[config.mk]
export PLATFORM = sky130hd
export DESIGN_NAME = fcs_host
export DESIGN_NICKNAME = d
export VERILOG_FILES = /design/src/common/fcs_pkg.sv /design/src/core/fcs_host.sv /design/src/core/fcs_sync.sv
export SDC_FILE = /design/constraint.sdc
export NUM_CORES = 1
export LEC_CHECK = 0
export ABC_CLOCK_PERIOD_IN_PS = 2500
export BUFFER_PORTS_ARGS = -buffer_cell sky130_fd_sc_hd__buf_4
export CAP_MARGIN = 10
export CORE_MARGIN = 5
export CORE_UTILIZATION = 41
export CTS_BUF_LIST = sky130_fd_sc_hd__clkbuf_16
export DETAILED_ROUTE_END_ITERATION = 7
export GPL_ROUTABILITY_DRIVEN = 0
export HOLD_SLACK_MARGIN = 0.08
export PLACE_DENSITY_LB_ADDON = 0.3
export SLEW_MARGIN = 40
export SYNTH_ARGS = -nofsm -noshare
export SYNTH_HDL_FRONTEND = slang
export SYNTH_SLANG_ARGS = --single-unit
[constraint.sdc]
create_clock -name mclk -period 2.5 [get_ports mclk]
set_clock_uncertainty 0.05 [all_clocks]
set_input_delay 0.5 -clock mclk [delete_from_list [all_inputs] [get_ports mclk]]
set_output_delay 0.5 -clock mclk [all_outputs]
set_load 0.01 [all_outputs]
[src/common/fcs_pkg.sv]
// Purpose: shared constants and types for the flash command host controller
// Assumes: 16-bit flash data bus, word addressing, 200 MHz mclk
// Notes: the command codes below are the flash's published bus cycles
package fcs_pkg;
	// ---------------------------------------------------------------
	// bus widths and timing
	// ---------------------------------------------------------------
	localparam int FCS_AW = 26;
	localparam int FCS_DW = 16;
	localparam int CLK_PERIOD_PS = 5000;
	localparam int T_STROBE_NS = 60; // write/read strobe low time
	localparam int STROBE_CYC = (T_STROBE_NS * 1000 + CLK_PERIOD_PS - 1)
		/ CLK_PERIOD_PS;
	localparam int T_SETUP_NS = 20; // address setup before strobe
	localparam int SETUP_CYC = (T_SETUP_NS * 1000 + CLK_PERIOD_PS - 1)
		/ CLK_PERIOD_PS;
	localparam int T_STATUS_US = 4; // status bits valid only after this
	localparam int STATUS_CYC = (T_STATUS_US * 1000000 + CLK_PERIOD_PS - 1)
		/ CLK_PERIOD_PS;
	localparam int T_POLL_LIMIT_US = 100000; // host give-up time
	// cycles per microsecond first, so the product stays inside an int
	localparam int POLL_LIMIT_CYC = T_POLL_LIMIT_US
		* (1000000 / CLK_PERIOD_PS);
	localparam int CNT_W = 32;
	// ---------------------------------------------------------------
	// unlock and command codes
	// ---------------------------------------------------------------
	localparam logic [FCS_AW-1:0] ADDR_UNLOCK1 = 26'h0000aaa;
	localparam logic [FCS_AW-1:0] ADDR_UNLOCK2 = 26'h0000555;
	localparam logic [7:0] DATA_UNLOCK1 = 8'haa;
	localparam logic [7:0] DATA_UNLOCK2 = 8'h55;
	localparam logic [7:0] CMD_PROGRAM = 8'ha0;
	localparam logic [7:0] CMD_RESET = 8'hf0;
	localparam logic [7:0] CMD_EXIT1 = 8'h90;
	localparam logic [7:0] CMD_EXIT2 = 8'h00;
	localparam int DQ_POLL = 7;
	localparam int DQ_TIMEOUT = 5;
	localparam int PWD_WORDS = 8;
	// ---------------------------------------------------------------
	// carriers and states
	// ---------------------------------------------------------------
	typedef enum logic [2:0] {
		OP_PROGRAM = 3'h0, // unlock, a0, address/data, poll
		OP_RESET = 3'h1, // one f0 cycle
		OP_EXIT = 3'h2, // 90 then 00 leaves a protection set
		OP_WRITE = 3'h3, // single raw write cycle
		OP_READ = 3'h4 // single raw read cycle
	} fcs_op_t;
	typedef struct packed {
		fcs_op_t op;
		logic [FCS_AW-1:0] addr;
		logic [FCS_DW-1:0] data;
	} fcs_req_t;
	typedef struct packed {
		logic [FCS_DW-1:0] data;
		logic timeout;
		logic busy_seen;
	} fcs_rsp_t;
	typedef struct packed {
		logic [FCS_AW-1:0] addr;
		logic [FCS_DW-1:0] dq_out;
		logic dq_oe;
		logic ce_n;
		logic we_n;
		logic oe_n;
	} fcs_pins_t;
	typedef enum logic [3:0] {
		ST_IDLE = 4'h0,
		ST_SETUP = 4'h1,
		ST_STROBE = 4'h3,
		ST_HOLD = 4'h2,
		ST_NEXT = 4'h6,
		ST_WAIT = 4'h7,
		ST_POLL = 4'h5,
		ST_DONE = 4'h4,
		ST_RECOVER = 4'hc
	} fcs_state_t;
endpackage : fcs_pkg

[src/core/fcs_host.sv]
// Purpose: host controller that drives a parallel NOR flash bus cycles
// Assumes: pins sampled through two flops, one request at a time
// Notes: program waits for polling to finish; timeout reported to user
`timescale 1ns/1ps
module fcs_host
	import fcs_pkg::*;
#(
	parameter int POLL_LIMIT = POLL_LIMIT_CYC
) (
	// clock, reset and enable
	input wire logic mclk,
	input wire logic rst,
	input wire logic ce,
	// user request side
	input wire logic req_valid,
	output logic req_ready,
	input wire fcs_pkg::fcs_req_t req,
	// user answer side
	output logic rsp_valid,
	output fcs_pkg::fcs_rsp_t rsp,
	// flash pins; the data bus is split into in, out and enable
	output fcs_pkg::fcs_pins_t pins,
	input wire logic [fcs_pkg::FCS_DW-1:0] dq_in,
	input wire logic ready_busy_n
);
	import fcs_pkg::*;

	logic [FCS_DW-1:0] dq_s;
	logic ryby_s;
	fcs_state_t st_reg, st_next;
	fcs_req_t cur_reg, cur_next;
	fcs_pins_t pins_next;
	fcs_rsp_t rsp_next;
	logic rsp_valid_next;
	logic [2:0] step_reg, step_next;
	logic [CNT_W-1:0] cnt_reg, cnt_next;
	logic [CNT_W-1:0] poll_reg, poll_next;
	logic cyc_rd;
	logic [FCS_AW-1:0] cyc_addr;
	logic [FCS_DW-1:0] cyc_data;
	logic last_step;

	// ---------------------------------------------------------------
	// pin synchronisers
	// ---------------------------------------------------------------
	fcs_sync #(.W(FCS_DW + 1)) u_sync (
		.mclk(mclk),
		.rst(rst),
		.ce(ce),
		.d({dq_in, ready_busy_n}),
		.q({dq_s, ryby_s})
	);

	// ---------------------------------------------------------------
	// cycle table
	// ---------------------------------------------------------------
	// address and data of the current bus cycle; commands carry only a
	// low byte, the high byte is left zero since the flash ignores it
	always_comb begin
		cyc_rd = 1'b0;
		cyc_addr = ADDR_UNLOCK1;
		cyc_data = '0;
		last_step = 1'b1;
		case (cur_reg.op)
			OP_PROGRAM: begin
				last_step = (step_reg == 3'h3);
				case (step_reg)
					3'h0: cyc_data = {8'h00, DATA_UNLOCK1};
					3'h1: begin
						cyc_addr = ADDR_UNLOCK2;
						cyc_data = {8'h00, DATA_UNLOCK2};
					end
					3'h2: cyc_data = {8'h00, CMD_PROGRAM};
					default: begin
						cyc_addr = cur_reg.addr;
						cyc_data = cur_reg.data;
					end
				endcase
			end
			OP_RESET: cyc_data = {8'h00, CMD_RESET};
			OP_EXIT: begin
				last_step = (step_reg == 3'h1);
				cyc_data = {8'h00, (step_reg == 3'h0) ? CMD_EXIT1 :
					CMD_EXIT2};
			end
			OP_WRITE: begin
				cyc_addr = cur_reg.addr;
				cyc_data = cur_reg.data;
			end
			OP_READ: begin
				cyc_rd = 1'b1;
				cyc_addr = cur_reg.addr;
			end
			default: cyc_data = '0;
		endcase
	end

	// ---------------------------------------------------------------
	// bus cycle sequencer
	// ---------------------------------------------------------------
	// one strobe per step; address is set before the strobe falls and
	// data held past its rise so either latch edge sees stable values
	always_comb begin
		st_next = st_reg;
		cur_next = cur_reg;
		step_next = step_reg;
		cnt_next = cnt_reg;
		poll_next = poll_reg;
		pins_next = pins;
		rsp_next = rsp;
		rsp_valid_next = 1'b0;
		case (st_reg)
			ST_IDLE: begin
				pins_next.ce_n = 1'b1;
				pins_next.we_n = 1'b1;
				pins_next.oe_n = 1'b1;
				pins_next.dq_oe = 1'b0;
				if (req_valid) begin
					cur_next = req;
					step_next = 3'h0;
					rsp_next = '0;
					st_next = ST_SETUP;
					cnt_next = '0;
				end
			end
			ST_SETUP: begin
				pins_next.addr = cyc_addr;
				pins_next.dq_out = cyc_data;
				pins_next.dq_oe = ~cyc_rd;
				pins_next.ce_n = 1'b0;
				cnt_next = cnt_reg + 1'b1;
				if (cnt_reg >= CNT_W'(SETUP_CYC - 1)) begin
					cnt_next = '0;
					st_next = ST_STROBE;
				end
			end
			ST_STROBE: begin
				pins_next.we_n = cyc_rd;
				pins_next.oe_n = ~cyc_rd;
				cnt_next = cnt_reg + 1'b1;
				if (cnt_reg >= CNT_W'(STROBE_CYC + 2)) begin
					cnt_next = '0;
					st_next = ST_HOLD;
					if (cyc_rd)
						rsp_next.data = dq_s;
				end
			end
			ST_HOLD: begin
				pins_next.we_n = 1'b1;
				pins_next.oe_n = 1'b1;
				st_next = ST_NEXT;
			end
			ST_NEXT: begin
				pins_next.ce_n = 1'b1;
				pins_next.dq_oe = 1'b0;
				if (!last_step) begin
					step_next = step_reg + 3'h1;
					st_next = ST_SETUP;
				end else if (cur_reg.op == OP_PROGRAM) begin
					st_next = ST_WAIT;
					poll_next = '0;
				end else begin
					st_next = ST_DONE;
				end
			end
			ST_WAIT: begin
				poll_next = poll_reg + 1'b1;
				if (!ryby_s)
					rsp_next.busy_seen = 1'b1;
				if (poll_reg >= CNT_W'(STATUS_CYC - 1)) begin
					st_next = ST_POLL;
					cnt_next = '0;
				end
			end
			ST_POLL: begin
				pins_next.addr = cur_reg.addr;
				pins_next.ce_n = 1'b0;
				pins_next.oe_n = 1'b0;
				pins_next.dq_oe = 1'b0;
				poll_next = poll_reg + 1'b1;
				cnt_next = cnt_reg + 1'b1;
				if (!ryby_s)
					rsp_next.busy_seen = 1'b1;
				if (cnt_reg >= CNT_W'(STROBE_CYC + 2)) begin
					cnt_next = '0;
					pins_next.oe_n = 1'b1;
					if (dq_s[DQ_POLL] == cur_reg.data[DQ_POLL] && ryby_s)
						st_next = ST_RECOVER; // reread word
					else if (dq_s[DQ_TIMEOUT] || poll_reg >= POLL_LIMIT)
						st_next = ST_RECOVER; // recheck once
				end
			end
			ST_RECOVER: begin
				pins_next.oe_n = 1'b0;
				cnt_next = cnt_reg + 1'b1;
				if (cnt_reg >= CNT_W'(STROBE_CYC + 2)) begin
					rsp_next.data = dq_s;
					rsp_next.timeout =
						dq_s[DQ_POLL] != cur_reg.data[DQ_POLL];
					pins_next.oe_n = 1'b1;
					pins_next.ce_n = 1'b1;
					st_next = ST_DONE;
				end
			end
			ST_DONE: begin
				rsp_valid_next = 1'b1;
				st_next = ST_IDLE;
			end
			default: st_next = ST_IDLE;
		endcase
	end

	assign req_ready = (st_reg == ST_IDLE);

	// registers; clock enable freezes everything
	always_ff @(posedge mclk) begin
		if (rst) begin
			st_reg <= ST_IDLE;
			cur_reg <= '0;
			step_reg <= 3'h0;
			cnt_reg <= '0;
			poll_reg <= '0;
			pins <= '{addr: '0, dq_out: '0, dq_oe: 1'b0, ce_n: 1'b1,
				we_n: 1'b1, oe_n: 1'b1};
			rsp <= '0;
			rsp_valid <= 1'b0;
		end else if (ce) begin
			st_reg <= st_next;
			cur_reg <= cur_next;
			step_reg <= step_next;
			cnt_reg <= cnt_next;
			poll_reg <= poll_next;
			pins <= pins_next;
			rsp <= rsp_next;
			rsp_valid <= rsp_valid_next;
		end
	end

	// ---------------------------------------------------------------
	// checks
	// ---------------------------------------------------------------
	a_no_both_strobes: assert property (
		@(posedge mclk) disable iff (rst)
		!(!pins.we_n && !pins.oe_n))
		else $error("we and oe both low");
	a_drive_on_write: assert property (
		@(posedge mclk) disable iff (rst)
		!pins.we_n |-> pins.dq_oe && !pins.ce_n)
		else $error("write strobe without data drive");
	a_poll_after_wait: assert property (
		@(posedge mclk) disable iff (rst)
		(st_reg == ST_POLL) |-> poll_reg >= CNT_W'(STATUS_CYC - 1))
		else $error("status polled too early");
	a_read_no_drive: assert property (
		@(posedge mclk) disable iff (rst)
		!pins.oe_n |-> !pins.dq_oe)
		else $error("drive during read");
	a_addr_stable: assert property (
		@(posedge mclk) disable iff (rst || !ce)
		!pins.we_n && $past(!pins.we_n) |-> $stable(pins.addr))
		else $error("address moved in strobe");
	a_cmd_high_zero: assert property (
		@(posedge mclk) disable iff (rst)
		!pins.we_n && cur_reg.op == OP_RESET |->
		pins.dq_out[15:8] == 8'h00)
		else $error("command high byte nonzero");
endmodule : fcs_host

[src/core/fcs_sync.sv]
// Purpose: two-flop synchroniser for pins coming from the flash
// Assumes: sampled on mclk, frozen by the clock enable
// Notes: first stage is read only by the second stage
`timescale 1ns/1ps
module fcs_sync #(
	parameter int W = 1
) (
	// clock and control
	input wire logic mclk,
	input wire logic rst,
	input wire logic ce,
	// data
	input wire logic [W-1:0] d,
	output logic [W-1:0] q
);
	logic [W-1:0] s1_reg;
	logic [W-1:0] s1_next;
	logic [W-1:0] q_next;
	// ---------------------------------------------------------------
	// stages
	// ---------------------------------------------------------------
	// next values: hold while the enable is low
	always_comb begin
		s1_next = ce ? d : s1_reg;
		q_next = ce ? s1_reg : q;
	end
	// registers only
	always_ff @(posedge mclk) begin
		if (rst) begin
			s1_reg <= '0;
			q <= '0;
		end else begin
			s1_reg <= s1_next;
			q <= q_next;
		end
	end
endmodule : fcs_sync

==> results.yml, run 1 <==
route:
  routed_wl_um: 24800
  drc_errors: 0
  ant_nets: 0
  dr.pass1.iters: 5
  vias_per_cell: 5.41
  drtIter0Drc: 583
  vias: 8475
  wire_per_inst_um: 15.8
sta:
  worst_pin_slew_ps: 707
  setup_ws_ps: 150
  slew_violations: 0
  fmax_ghz: 0.426
  slew-limit-headroom_pct: 52.7
  post-route-period-util_pct: 94.0
  hold_viol: 0
  min_period_ps: 2350
  setup_viol: 0
setup_path:
  worst_ep_required_time_ps: 1950
  cp-end-kind: "primary output"
  worstSetupStartpointType: "register"
  r2r-start: "cnt_reg[13]"
  cp_max_fo: 11
  r2r_cells: 7
  startpoint: "st_reg[2]"
  arrival_ps: 1800
  critPathKind: "reg -> out"
clock_network:
  clockBufferDepth: 3
  clock-root-buffer: "clkbuf_16"
  cts_tree: "yes"
  htree_levels: 1
  insertion_delay_ps: 510
  clk_pin_slew_ps: 60
  cts_made_buffers: 23
  cts_sinks: 215
synthesis:
  synth_top_area_share_pct: 45.8
  ys.flop_type: "dfxtp_1"
  ys_ff_latch: 215
  yosys.area_share.xor_xnor_pct: 2.98
  yosysMostFrequentCell: "dfxtp_1"
  synthSimpleGateAreaFrac_pct: 24.0
  syn-num-nets: 1192
  synth_edf_count: 0
  synth_common_cells: "dfxtp_1 (215), nand2_1 (145), nor2_1 (140), a21oi_1 (93), clkbuf_1 (52)"
  ys_types: 69
  syn_inst: 1117
  synth-compound-area-share_pct: 17.6
  yosys-top-cells-area: "dfxtp_1 (46%), nand2_1 (5.8%), nor2_1 (5.6%)"
  yosysTopAreaCell: "dfxtp_1"
  synth_area_um2: 9390
  synth_seq_area_share_pct: 45.8
  synth_adder_area_share_pct: 1.20
  synth.area.mux_share_pct: 4.06
  ys_async_sr_fraction_pct: 0
  yosysWarnings: 0
  syn_area_per_cell_um2: 8.41
  synth_top_family_by_area: "simple AND/OR/NAND/NOR gates"
floorplanning:
  die_y_um: 161
  rows: 55
  ios: 132
  start_util_pct: 41.6
  coreArea_um2: 22600
  dieArea_um2: 26000
  die_w_um: 161
final_layout:
  nets: 1340
  fin_util_pct: 52.6
  areaGrowthSynthToFinish_pct: 26.4
  largest_reg_flops: 46
  drive_above_1_share_pct: 20.4
  fin_cells: 1567
  n_antenna_cell: 0
power_and_ir_drop:
  p_int_w: 0.00611
  seqPwrFrac_pct: 44.5
  switchingPower_w: 0.00198
  peakVddDrop_uv: 509
  p_leak_nw: 4.72
  switching_share_pct: 24.5
  combPwrFrac_pct: 11.0
  p_per_area_nw_per_um2: 682
  clkPwrFrac_pct: 44.4
  power.total_w: 0.00809
placement:
  dp.cells: 1521
  dp_slack_ps: 79.8
  port_buffers: 131
  dp_hpwl_um: 17400
grt:
  grt_overflow: 0
  grt_start_max_net_pins: 59
  grt_pass1_vias: 8165
  grt_use_total_pct: 18.5
  antenna_found_initial: 0
  grt_pass1_wl_um: 41000
min_path:
  hp-class: "in -> reg"
  hold_start: "dq_in[10]"
  hold_path_depth: 3
flow_run:
  drv_cap: 0
status:
  outcome: "finished clean"
repair_timing:
action                     in CTS  in global routing
setup buffers                   0                  4
setup endpoints to repair       0                 46
resized for setup               0                 18
hold buffers                    0                  0
area by class of cell:
type                       instances  area [um^2]
fill                            2115        10700
multi-input combinational        799         4760
sequential                       215         4310
timing repair buffer             195         1530
clock buffer                      23          576
tap                              285          357
clock inverter                    19          223
inverter                          31          116
cells by family (layout without fill, tap and decap cells):
logic type | count (synthesis) | count (layout)
adder cells (fa/ha/maj) | 9 | 9
XOR/XNOR | 32 | 32
buffers and inverters | 103 | 268
AND/OR/NAND/NOR | 476 | 476
AO/OA/AOI/OAI | 244 | 244
flip-flops | 215 | 215
multiplexers | 38 | 38
critical path: stages (launching register included):
cell and delay [ps]:
dfxtp_1 520, buf_4 220, nor2_2 50, nand2_1 190
inv_1 140, buf_4 170
final timing paths:
check                      endpoint  slack (ps)
hold / removal    u_sync.s1_reg[11]         170
setup / recovery          req_ready         150
setup reg to reg        cnt_reg[26]         170
hold reg to reg         cur_reg[41]         400
power groups by stage:
stage	sequential [W]	combinational [W]	clock [W]
after floorplan	0.00367	0.000510	0
after global placement	0.00368	0.000845	0
after detailed placement	0.00368	0.000876	0
after CTS	0.00360	0.000878	0.00366
after global routing	0.00362	0.000984	0.00381
final	0.00361	0.000892	0.00360
through the flow:
stage	TNS, ps	hold WS, ps	area [um^2]
6_report	0	170	11900
5_1_grt	-3.37	177	11900
4_1_cts	0	162	11800
3_5_place_dp	0	397	11000
3_3_place_gp	0	391	10900
2_1_floorplan	0	383	9390
layout by cell type (no fill, tap or decap), drive strengths merged, types with 13 or more instances in the layout:
| cell | netlist | layout |
|---|---|---|
| o21ai | 23 | 23 |
| xor2 | 23 | 23 |
| a22oi | 27 | 27 |
| inv | 30 | 33 |
| nor3 | 29 | 29 |
| buf | 19 | 195 |
| nand3 | 41 | 41 |
| nand4 | 32 | 32 |
| nor2 | 141 | 141 |
| o32ai | 13 | 13 |
| nor4 | 21 | 21 |
| a21oi | 93 | 93 |
| dfxtp | 215 | 215 |
| nand2 | 145 | 145 |
| mux2i | 37 | 37 |
| clkbuf | 53 | 23 |
| a22o | 17 | 17 |
routing by layer:
layer / GRT usage [%] / wire [um]
met5: 0 / 0
met4: 4.30 / 420
met3: 5.31 / 1800
met2: 30.4 / 11600
met1: 24.1 / 10900
(Power assumes the default switching activity.)
==> inputs of run 2 (changes only) <==
CORE_ASPECT_RATIO = 1.5   (was not set)
SKIP_CTS_REPAIR_TIMING = 1   (was not set)
==> results.yml, run 2 (same netlist as run 1, synthesis figures left out) <==
setup_path:
  crit_chain: "buf_4 -> nor2_1 -> nand2_1 -> inv_1 -> buf_4"
  critPathKind: "reg -> out"
  cp-end-kind: "primary output"
  worst_ep_required_time_ps: 1950
  path_common_cell: "buf_4"
  cp_top_family: "buffers and inverters"
  reg2reg_slack_ps: 150
  critPathBufInv: 3
  worstSetupStartpointType: "register"
  cpMaxStageDelayCell: "dfxtp_2"
  cp_max_fo: 9
  slowest_delay_ps: 380
  arrival_ps: 1830
clock_network:
  clock-root-buffer: "clkbuf_16"
  cts_tree: "yes"
  clk_pin_slew_ps: 60
  cts_made_buffers: 22
  clockBufferDepth: 3
  htree_levels: 1
  cts_sinks: 215
  insertion_delay_ps: 510
route:
  drc_errors: 0
  routed_wl_um: 25100
  vias_per_cell: 5.43
  wire_per_inst_um: 16.1
  drtIter0Drc: 587
  ant_nets: 0
  dr.pass1.iters: 5
  vias: 8460
final_layout:
  areaGrowthSynthToFinish_pct: 25.1
  n_antenna_cell: 0
  drive_above_1_share_pct: 20.3
  nets: 1342
  fin_cells: 1559
  fill_cells: 2170
  postLayoutCellArea_um2: 11800
  layout_commonest_cell: "dfxtp_1"
  final_cell_mix: "dfxtp_1 (213), buf_4 (192), nand2_1 (145), nor2_1 (139), a21oi_1 (93)"
  largest_reg_flops: 46
power_and_ir_drop:
  peakVddDrop_uv: 537
  power.total_w: 0.00784
  p_per_area_nw_per_um2: 667
  p_leak_nw: 4.69
grt:
  grt_use_total_pct: 18.7
  antenna_found_initial: 0
  grt_pass1_vias: 8360
  grt_start_max_net_pins: 67
  grt_pass1_wl_um: 41600
  grt_overflow: 0
sta:
  setup_viol: 0
  hold_viol: 0
  min_period_ps: 2380
  slew-limit-headroom_pct: 53.1
  rsz0062_at_grt: "true"
  holdWs_ps: 180
  worst_pin_slew_ps: 701
  fmax_ghz: 0.420
  setup_ws_ps: 120
  slew_violations: 0
  post-route-period-util_pct: 95.2
placement:
  dp_hpwl_um: 17600
  port_buffers: 131
  dp_slack_ps: 92.6
  dp.cells: 1518
  placed_area_um2: 11000
floorplanning:
  ios: 132
  dieArea_um2: 26100
  start_util_pct: 41.8
  coreArea_um2: 22500
  die_y_um: 195
  die_w_um: 134
  rows: 67
min_path:
  hp-class: "in -> reg"
status:
  outcome: "finished clean"
flow_run:
  drv_cap: 0
## run 2: worst paths after layout
kind                                           to        start  cells after the start
worst max-delay path                    req_ready    st_reg[0]                      5
worst min-delay path            u_sync.s1_reg[14]    dq_in[13]                      3
worst max register to register         cnt_reg[9]   cnt_reg[0]                      9
worst min register to register        cur_reg[36]  cur_reg[36]                      2
## run 2: worst reg2reg max path: cells and delay by family (launching register included)
kind                     cells  cell delay, ps
AND/OR/NAND/NOR              1             440
buffers and inverters        2             240
flip-flops                   1             370
adder cells (fa/ha/maj)      1             220
AO/OA/AOI/OAI                5             970
## run 2: through the flow
stage / TNS (ps) / util [%]
after global placement: 0 / 48.7
final: 0 / 52.3
after CTS: 0 / 52.1
after global routing: -12.4 / 52.3
after detailed placement: 0 / 48.8
after floorplan: 0 / -
## run 2: per-layer routing
metal | global-route usage (%) | share of wire, %
met5 | 0 | 0
met1 | 22.6 | 41
met2 | 33.3 | 52
met4 | 6.44 | 2.2
met3 | 3.53 | 5.1
## run 2: layout make-up
class                   count  area (um^2)  share of cell area, %
multi-input cells         799         4710                   40.1
flip-flops and latches    215         4310                   36.6
repair buffers            198         1540                   13.1
clock buffers              23          576                   4.90
well taps                 276          345                   2.94
clock inverters            17          159                   1.35
inverters                  31          116                  0.990
## run 2: power breakdown
| part | switching (W) | internal, W | total, W |
|---|---|---|---|
| Combinational | 0.000505 | 0.000368 | 0.000873 |
| Clock | 0.00138 | 0.00198 | 0.00336 |
| Sequential | 0.0000669 | 0.00354 | 0.00360 |
==> inputs of run 3 (changes only) <==
CORE_UTILIZATION = 52   (was 41)
==> results.yml, run 3 (same netlist as run 1, synthesis figures left out) <==
route:
  vias_per_cell: 5.75
  wire_per_inst_um: 16.2
  drc_errors: 0
  ant_nets: 0
  vias: 8602
  drtIter0Drc: 487
  dr.pass1.iters: 5
  routed_wl_um: 24300
setup_path:
  arrival_ps: 2820
  cp_max_fo: 21
  crit_chain: "inv_1 -> ha_1 -> o211ai_1 -> o2111ai_2 -> or3_4 -> a211oi_2 -> buf_12 -> a21oi_1 -> a311oi_1"
  cpMaxStageDelayCell: "or3_4"
  reg2reg_slack_ps: 50
  cp-end-kind: "register"
  critPathKind: "reg -> reg"
  worstSetupStartpointType: "register"
  worst_ep_required_time_ps: 2860
  slowest_delay_ps: 430
grt:
  grt_pass1_wl_um: 39900
  grt_overflow: 0
  antenna_found_initial: 0
  grt_use_total_pct: 22.6
  grt_start_max_net_pins: 96
  grt_pass1_vias: 8236
power_and_ir_drop:
  p_leak_nw: 4.66
  p_int_w: 0.00565
  power.total_w: 0.00753
  switchingPower_w: 0.00188
  p_per_area_nw_per_um2: 647
  clkPwrFrac_pct: 40.3
  combPwrFrac_pct: 11.9
  switching_share_pct: 25.0
  seqPwrFrac_pct: 47.9
  peakVddDrop_uv: 688
sta:
  min_period_ps: 2450
  post-route-period-util_pct: 98.1
  slew_violations: 0
  holdWs_ps: 178
  fmax_ghz: 0.408
  setup_ws_ps: 46.6
  worst_pin_slew_ps: 809
  hold_viol: 0
  rsz0062_at_grt: "true"
  setup_viol: 0
  slew-limit-headroom_pct: 45.8
floorplanning:
  dieArea_um2: 20900
  coreArea_um2: 17900
  die_w_um: 120
  ios: 132
  rows: 60
  start_util_pct: 52.6
  die_y_um: 175
final_layout:
  nets: 1340
  final_cell_mix: "dfxtp_1 (214), buf_4 (190), nand2_1 (143), nor2_1 (138), a21oi_1 (93)"
  areaGrowthSynthToFinish_pct: 23.9
  multi_input_area_um2: 4720
  postLayoutCellArea_um2: 11600
  drive_above_1_share_pct: 19.9
  n_antenna_cell: 0
  largest_reg_flops: 46
  layout_commonest_cell: "dfxtp_1"
  regArea_um2: 4310
  fill_cells: 1493
clock_network:
  htree_levels: 1
  cts_tree: "yes"
  cts_made_buffers: 21
  clock-root-buffer: "clkbuf_16"
  insertion_delay_ps: 500
  cts_sinks: 215
  clockBufferDepth: 3
  clk_pin_slew_ps: 60
placement:
  dp_slack_ps: 48.5
  placed_area_um2: 11000
  port_buffers: 131
  dp_hpwl_um: 16800
status:
  outcome: "finished clean"
min_path:
  hp-class: "in -> reg"
flow_run:
  drv_cap: 0
[run 3: cell types whose count changed in the layout (fill, tap and decap cells not counted), moves of 2 or more]
cell	before	now
clkinv_2	7	5
a211oi_1	4	6
clkinvlp_4	2	0
clkinv_1	4	7
buf_12	1	5
nand2_1	145	143
clkbuf_16	23	21
buf_4	192	190
nand2_2	0	2
buf_6	3	0
[run 3: final timing paths]
kind,from,end,depth (start not counted)
max,cnt_reg[0],cnt_reg[9],9
max reg2reg,cnt_reg[0],cnt_reg[9],9
min reg2reg,cur_reg[12],cur_reg[12],2
min,dq_in[12],u_sync.s1_reg[13],3
[run 3: stage by stage]
stage	setup TNS [ps]	util [%]	cells
2_1_floorplan	0	-	1117
3_3_place_gp	0	61.0	1456
3_5_place_dp	0	61.3	1458
4_1_cts	0	65.0	1495
5_1_grt	-36.4	65.2	1496
6_report	0	65.2	1496
[run 3: area by class of cell]
class,count,area share [%]
multi-input combinational,799,40.5
timing repair buffer,197,13.6
tap,217,2.33
clock inverter,16,1.06
inverter,31,0.999
clock buffer,21,4.51
sequential,215,37.0
[run 3: worst max-delay path: cells and delay by family (launching register included)]
family	cells	cell delay (ps)
AOI/OAI and AO/OA	5	1000
and+or+nand+nor	1	430
DFF	1	380
buffers and inverters	2	290
adders and majority gates	1	210
[run 3: routing by layer]
| layer | wire length (um) | track usage, % | part of all wire [%] |
|---|---|---|---|
| met4 | 853 | 7.93 | 3.5 |
| met2 | 12400 | 40.4 | 51 |
| met3 | 1430 | 4.44 | 5.9 |
| met5 | 0 | 0 | 0 |
| met1 | 9630 | 26.7 | 40 |
[run 3: power groups by stage]
stage	logic, W	registers (W)	clock network (W)
floorplan	0.000510	0.00367	0
global placement	0.000837	0.00368	0
detailed placement	0.000879	0.00368	0
CTS	0.000884	0.00360	0.00309
global route	0.000980	0.00362	0.00324
finish	0.000894	0.00361	0.00303
